### config.mk
export PLATFORM = sky130hd
export DESIGN_NAME = srb_serial_port
export DESIGN_NICKNAME = d
export VERILOG_FILES = /design/src/verilog/srb_pkg.sv /design/src/verilog/srb_serial_port.sv
export SDC_FILE = /design/constraint.sdc
export NUM_CORES = 1
export LEC_CHECK = 0
export BUFFER_PORTS_ARGS = -buffer_cell sky130_fd_sc_hd__buf_4
export CAP_MARGIN = 20
export CORE_MARGIN = 5
export CORE_UTILIZATION = 30
export DETAILED_ROUTE_END_ITERATION = 6
export GPL_TIMING_DRIVEN = 0
export PLACE_DENSITY_LB_ADDON = 0.1
export SLEW_MARGIN = 20
export SYNTH_ARGS = -nofsm -noshare
export SYNTH_HDL_FRONTEND = slang
export SYNTH_SLANG_ARGS = --single-unit
### constraint.sdc
create_clock -name ref_clk -period 2.2 [get_ports ref_clk]
set_input_delay 0.33 -clock ref_clk [delete_from_list [all_inputs] [get_ports ref_clk]]
set_output_delay 0.33 -clock ref_clk [all_outputs]
set_load 0.01 [all_outputs]
### src/verilog/srb_pkg.sv
// constants and types for the serial port readback block
`default_nettype none
package srb_pkg;

	// ========================================================
	// frame layout
	localparam int unsigned ADDR_W = 6;
	localparam int unsigned DATA_W = 24;
	localparam int unsigned CNT_W  = 6;
	// rising-edge count before the edge: edge k sees count k-1
	localparam logic [CNT_W-1:0] LAST_ADDR_COUNT  = 6'h06;
	localparam logic [CNT_W-1:0] FIRST_DATA_COUNT = 6'h07;
	localparam logic [CNT_W-1:0] LAST_DATA_COUNT  = 6'h1e;
	localparam logic [CNT_W-1:0] COMPLETE_COUNT   = 6'h1f;

	// ========================================================
	// register map
	localparam logic [ADDR_W-1:0] ADDR_IDENTITY = 6'h00;
	localparam logic [ADDR_W-1:0] ADDR_MUX_CFG  = 6'h1a;
	localparam logic [DATA_W-1:0] MUX_CFG_RESET = 24'h000000;
	localparam logic [DATA_W-1:0] READ_UNMAPPED = 24'h000000;
	localparam int unsigned AUTO_PIN_SHARE_BIT  = 12;
	localparam int unsigned LOCK_ONLY_BIT       = 13;
	localparam int unsigned SOFT_RESET_REGS_BIT = 0;

	// ========================================================
	// types
	typedef enum logic [3:0]
	{
		PH_IDLE = 4'b0001,
		PH_ADDR = 4'b0010,
		PH_DATA = 4'b0100,
		PH_DONE = 4'b1000
	} srb_phase_t;

	// shared pin drive: oe is low while the block drives the pin
	typedef struct packed
	{
		logic level;
		logic oe_n;
	} srb_pin_t;

	typedef struct packed
	{
		logic [2:0]        sclkSync;
		logic [1:0]        selSync;
		logic [1:0]        sdiSync;
		logic [1:0]        lockSync;
		srb_phase_t        phase;
		logic [CNT_W-1:0]  bitCount;
		logic              isRead;
		logic              readActive;
		logic [ADDR_W-1:0] addr;
		logic [DATA_W-1:0] shift;
		logic              dataBit;
		logic [DATA_W-1:0] muxCfg;
		logic              softResetPulse;
		srb_pin_t          pin;
	} srb_state_t;

endpackage
`default_nettype wire

### src/verilog/srb_serial_port.sv
// four-wire serial port slave with shared lock/readback output pin
//
// Function
// - cfg bits 12 auto-share, 13 lock-only select pin
// - both bits clear: pin is readback only
// - auto-share: pin to readback on read request
// - lock-only: pin shows lock, reads impossible
// - first rising edge samples sdi; high means read
// - address captured on rising edges two to seven
// - 24 data bits driven on rising edges 8-31
// - read completes at 32nd falling edge
// - address zero reads fixed 24-bit identity
// - strobe bit 0 at address zero resets registers
// - low first bit writes; 32nd rise completes
// - each register has its own access type
`timescale 1ns/10ps
`default_nettype none
module srb_serial_port
#(
	// arbitrary neutral identity value
	parameter logic [23:0] IDENTITY_VALUE = 24'h0a5c3e
)
(
	input  wire logic                    ref_clk,
	input  wire logic                    srst,
	input  wire logic                    serialClock,
	input  wire logic                    serial_select,
	input  wire logic                    serialDataIn,
	input  wire logic                    lock_detect_state,
	output var  logic                    lock_or_readback_pin,
	output var  logic                    lockOrReadbackPinOe_n,
	output var  logic                    softResetPulse,
	output var  logic [srb_pkg::DATA_W-1:0] muxConfig
);
	import srb_pkg::*;

	// ========================================================
	// state
	srb_state_t cur;
	srb_state_t next_state;

	logic sclkRise;
	logic sclkFall;
	logic selLive;
	logic sdiLive;
	logic autoShare;
	logic lockOnly;
	logic [DATA_W-1:0] readValue;

	// synchronised views of the pins, second stage onward only
	assign sclkRise  = cur.sclkSync[1] & ~cur.sclkSync[2];
	assign sclkFall  = ~cur.sclkSync[1] & cur.sclkSync[2];
	assign selLive   = cur.selSync[1];
	assign sdiLive   = cur.sdiSync[1];
	assign autoShare = cur.muxCfg[AUTO_PIN_SHARE_BIT];
	assign lockOnly  = cur.muxCfg[LOCK_ONLY_BIT];

	// ========================================================
	// read mux: identity at zero, config register, else zero
	always_comb
	begin
		if (cur.addr == ADDR_IDENTITY)
			readValue = IDENTITY_VALUE;
		else if (cur.addr == ADDR_MUX_CFG)
			readValue = cur.muxCfg;
		else
			readValue = READ_UNMAPPED;
	end

	// ========================================================
	// next state
	always_comb
	begin
		next_state = cur;
		next_state.sclkSync = {cur.sclkSync[1:0], serialClock};
		next_state.selSync  = {cur.selSync[0], serial_select};
		next_state.sdiSync  = {cur.sdiSync[0], serialDataIn};
		next_state.lockSync = {cur.lockSync[0], lock_detect_state};
		next_state.softResetPulse = 1'b0;

		// strobe one cycle later returns registers to reset
		if (cur.softResetPulse)
			next_state.muxCfg = MUX_CFG_RESET;

		if (!selLive)
		begin
			// select dropped: abandon any frame
			next_state.phase      = PH_IDLE;
			next_state.bitCount   = '0;
			next_state.readActive = 1'b0;
		end
		else
		begin
			case (cur.phase)
				PH_IDLE:
				begin
					if (sclkRise)
					begin
						next_state.bitCount = 6'h01;
						next_state.isRead   = sdiLive;
						next_state.readActive = sdiLive & ~lockOnly;
						next_state.dataBit  = 1'b0;
						next_state.phase    = PH_ADDR;
					end
				end
				PH_ADDR:
				begin
					if (sclkRise)
					begin
						next_state.addr = {cur.addr[ADDR_W-2:0], sdiLive};
						next_state.bitCount = cur.bitCount + 6'h01;
						if (cur.bitCount == LAST_ADDR_COUNT)
							next_state.phase = PH_DATA;
					end
				end
				PH_DATA:
				begin
					if (sclkRise)
					begin
						next_state.bitCount = cur.bitCount + 6'h01;
						if (cur.bitCount == COMPLETE_COUNT)
						begin
							next_state.phase = PH_DONE;
							if (!cur.isRead)
							begin
								// write completes on 32nd rise
								if (cur.addr == ADDR_IDENTITY)
									next_state.softResetPulse =
										cur.shift[SOFT_RESET_REGS_BIT];
								else if (cur.addr == ADDR_MUX_CFG)
									next_state.muxCfg = cur.shift;
							end
						end
						else if (cur.isRead)
						begin
							// load on edge 8, then shift msb first
							if (cur.bitCount == FIRST_DATA_COUNT)
							begin
								next_state.dataBit = readValue[DATA_W-1];
								next_state.shift   =
									{readValue[DATA_W-2:0], 1'b0};
							end
							else if (cur.bitCount <= LAST_DATA_COUNT)
							begin
								next_state.dataBit = cur.shift[DATA_W-1];
								next_state.shift   =
									{cur.shift[DATA_W-2:0], 1'b0};
							end
						end
						else
						begin
							next_state.shift = {cur.shift[DATA_W-2:0], sdiLive};
						end
					end
				end
				PH_DONE:
				begin
					// read ends at the 32nd falling edge
					if (sclkFall && cur.readActive)
						next_state.readActive = 1'b0;
				end
				default:
				begin
					next_state.phase    = PH_IDLE;
					next_state.bitCount = '0;
				end
			endcase
		end

		// pin mux, registered
		if (next_state.muxCfg[LOCK_ONLY_BIT])
		begin
			next_state.pin.level = cur.lockSync[1];
			next_state.pin.oe_n  = 1'b0;
		end
		else if (next_state.readActive)
		begin
			next_state.pin.level = next_state.dataBit;
			next_state.pin.oe_n  = 1'b0;
		end
		else if (next_state.muxCfg[AUTO_PIN_SHARE_BIT])
		begin
			next_state.pin.level = cur.lockSync[1];
			next_state.pin.oe_n  = 1'b0;
		end
		else
		begin
			next_state.pin.level = 1'b0;
			next_state.pin.oe_n  = 1'b1;
		end
	end

	// ========================================================
	// state register
	always_ff @(posedge ref_clk)
	begin
		if (srst)
		begin
			cur.sclkSync       <= '0;
			cur.selSync        <= '0;
			cur.sdiSync        <= '0;
			cur.lockSync       <= '0;
			cur.phase          <= PH_IDLE;
			cur.bitCount       <= '0;
			cur.isRead         <= 1'b0;
			cur.readActive     <= 1'b0;
			cur.addr           <= '0;
			cur.shift          <= '0;
			cur.dataBit        <= 1'b0;
			cur.muxCfg         <= MUX_CFG_RESET;
			cur.softResetPulse <= 1'b0;
			cur.pin.level      <= 1'b0;
			cur.pin.oe_n       <= 1'b1;
		end
		else
			cur <= next_state;
	end

	// outputs straight from flops
	assign lock_or_readback_pin  = cur.pin.level;
	assign lockOrReadbackPinOe_n = cur.pin.oe_n;
	assign softResetPulse        = cur.softResetPulse;
	assign muxConfig             = cur.muxCfg;

endmodule
`default_nettype wire

==> impl_metrics.py <==
metrics = {
    "synthesis": {
        "syn-num-nets": 411,
        "ys_async_sr_fraction": 0,
        "syn_area_mm2": 0.00359,
        "seq_area_frac_synth": 0.441,
        "synth_commonest_cells": "dfxtp_1 (79), nor2_1 (49), nand2_1 (34)",
        "synth_edf_count": 0,
        "syn_avg_cell_area_um2": 8.91,
        "yosys.area.top_type": "dfxtp_1",
        "synthFlopType": "dfxtp_1",
        "synth-seq-cells": 79,
        "syn-instance-count": 403,
        "synth_cell_type_count": 48,
        "ys_top_cells_by_area": "dfxtp_1 (44%), buf_4 (5.2%), nor2_1 (5.1%)",
        "netlist.area_leader.share": 0.441,
        "yosys_warnings": 0,
        "synth.most_common_cell": "dfxtp_1",
    },
    "floorplan": {
        "fp.dieArea_mm2": 0.0143,
        "die_h_um": 119,
        "die_width_um": 119,
        "rows": 40,
        "io_pins": 33,
        "initial_core_util": 0.303,
        "core_mm2": 0.0119,
    },
    "timing": {
        "rsz0062_at_grt": "true",
        "final-max-slew-violation-count": 0,
        "hold_violations": 0,
        "fmax_mhz": 479,
        "fin_skew_ps": 8.04,
        "min_period_over_period": 0.950,
        "slew_headroom": 0.494,
        "setup_violations": 0,
        "tns_ps": 0,
        "tightestPinTransition_ps": 748,
        "fin_crit_ps": 2090,
    },
    "worst_setup_path": {
        "path_class": "flop to flop",
        "path_max_fanout": 10,
        "path_buf_inv": 1,
        "required_ps": 2390,
        "critPathMaxStageDelay_ps": 340,
        "start_kind": "flop",
        "worstPathArrival_ps": 2280,
        "cpMostUsedCell": "nand4_1",
        "critPathTopFamily": "compound AO/OA/AOI/OAI gates",
        "slowest_stage": "dfxtp_1",
        "worstPathCellList": "ha_1 > nand4_1 > or2_1 > nand4_1 > a21o_1 > a31oi_2 > buf_6 > a211oi_2",
        "worstSetupEndpointType": "flop",
    },
    "grt": {
        "met3_usage": 0.0214,
        "grt_max_degree": 13,
        "overflow": 0,
        "met2_usage": 0.212,
        "grt.met1_usage": 0.183,
        "busiest_layer": "met2",
        "grtUsageTotal": 0.136,
        "grt_pass1_vias": 2939,
        "antenna_found_initial": 0,
        "grt_pass1_wl_um": 15400,
    },
    "layout": {
        "final_cell_count_no_fill": 603,
        "area_delta_synth_final_pct": 24.7,
        "fin_nets": 459,
        "fin_util": 0.378,
        "n_antenna_cell": 0,
        "drive_above_1_share": 0.263,
    },
    "cts": {
        "cts-root-buf": "clkbuf_16",
        "numCtsBuffers": 9,
        "cts_tree": "yes",
        "cts-hold-fix-buffers": 0,
        "clkTransAtPathRegs_ps": 60,
        "cts_buffer_depth": 2,
        "insertion_delay_ps": 340,
        "cts_max_level": 3,
        "cts_sinks": 79,
    },
    "detailed_routing": {
        "vias_per_cell": 4.92,
        "route.detailed.drc": 0,
        "antenna_left": 0,
        "drt-pass1-iter-count": 4,
        "vias": 2965,
        "drtIter0Drc": 116,
        "drt_wl_total_um": 9400,
        "wl_per_cell_um": 15.6,
    },
    "power": {
        "power_mw": 3.09,
        "peakVddDrop_uv": 326,
        "power.density_mw_per_mm2": 689,
        "power.leakage_nw": 1.62,
    },
    "placed_design": {
        "dp_cells": 582,
        "gp_congestion": 0.792,
        "io_buffers": 32,
        "post-dp-hpwl_um": 6290,
    },
    "min_path": {
        "hp-class": "input pin to flop",
    },
    "run": {
        "drv_cap": 0,
    },
    "status": {
        "outcome": "completed",
    },
}
-- worst reg2reg max path, stage by stage (launching register included) --
cell and delay (ps):
dfxtp_1 340, ha_1 220, nand4_1 160, or2_1 150
nand4_1 230, a21o_1 300, a31oi_2 240, buf_6 220
a211oi_2 80
-- state kept, by name, indices dropped and copies added, names as in the netlist --
register and flops:
lockOrReadbackPinOe_n 1, muxConfig 24, softResetPulse 1, lock_or_readback_pin 1, cur 52
-- cells in the final DEF, fill, tap and decap left out, types with 10 or more instances in the layout --
master and n:
dfxtp_1 78, nand2_1 34, nand3b_1 22, a21oi_1 29
buf_4 67, a211oi_2 10, nor2_1 49, nor3_1 16
clkbuf_1 14, a22oi_1 11, nor2b_1 17
-- worst paths after layout --
path	slack (ps)	startpoint	to	cells past startpoint
setup reg to reg	110	cur[61]$_SDFFE_PP0P_	cur[32]$_SDFFE_PP0P_	8
setup / recovery	110	cur[61]$_SDFFE_PP0P_	cur[32]$_SDFFE_PP0P_	8
hold reg to reg	430	cur[70]$_SDFF_PP0_	cur[71]$_SDFF_PP0_	1
hold / removal	200	lock_detect_state	cur[70]$_SDFF_PP0_	2
-- routing by layer --
| layer | up-vias | wire (um) |
|---|---|---|
| met1 | 1415 | 4650 |
| met3 | 12 | 261 |
| met5 | - | 0 |
| li1 | 1494 | - |
| met2 | 44 | 4300 |
| met4 | 0 | 183 |
-- final cells by class --
| type | count | area (um^2) |
|---|---|---|
| Buffer | 51 | 330 |
| Clock buffer | 12 | 236 |
| Clock inverter | 4 | 70.1 |
| Fill cell | 1216 | 7380 |
| Inverter | 3 | 11.3 |
| Multi-Input combinational cell | 268 | 1770 |
| Sequential cell | 79 | 1580 |
| Tap cell | 147 | 184 |
| Timing Repair Buffer | 39 | 293 |
-- per-stage QoR --
stage	hold WS, ps	setup slack [ps]	area [um^2]
floorplan	414	401	3590
global placement	423	-1.03	4010
detailed placement	421	-0.868	4010
CTS	194	-5.45	4320
global route	206	-37.2	4480
finish	203	111	4480
-- kinds of logic (layout without fill, tap and decap cells) --
logic type / after synthesis / count (layout) / share of synthesized area
mux: 9 / 9 / 0.0261
compound gates: 81 / 81 / 0.165
flops: 79 / 79 / 0.441
simple gates: 171 / 171 / 0.260
xor+xnor: 5 / 5 / 0.0122
buf+inv: 56 / 109 / 0.0892
fa+ha+maj: 2 / 2 / 0.00697
-- power by group --
group	leakage, nW	switching, mW	total, mW	internal (mW)
logic	0.826	0.0422	0.0612	0.0190
clock network	0.151	0.591	1.58	0.992
registers	0.638	0.00374	1.44	1.44
total	1.62	0.637	3.09	2.45
-- timing repair --
item                                    4_1_cts  5_1_grt
endpoints found under the setup margin       15       47
pin swaps                                     0        5
gates cloned                                  0        0
setup buffers                                 0        7
gates resized for setup                       2       33
No activity file was read; power rests on OpenSTA's default activity.
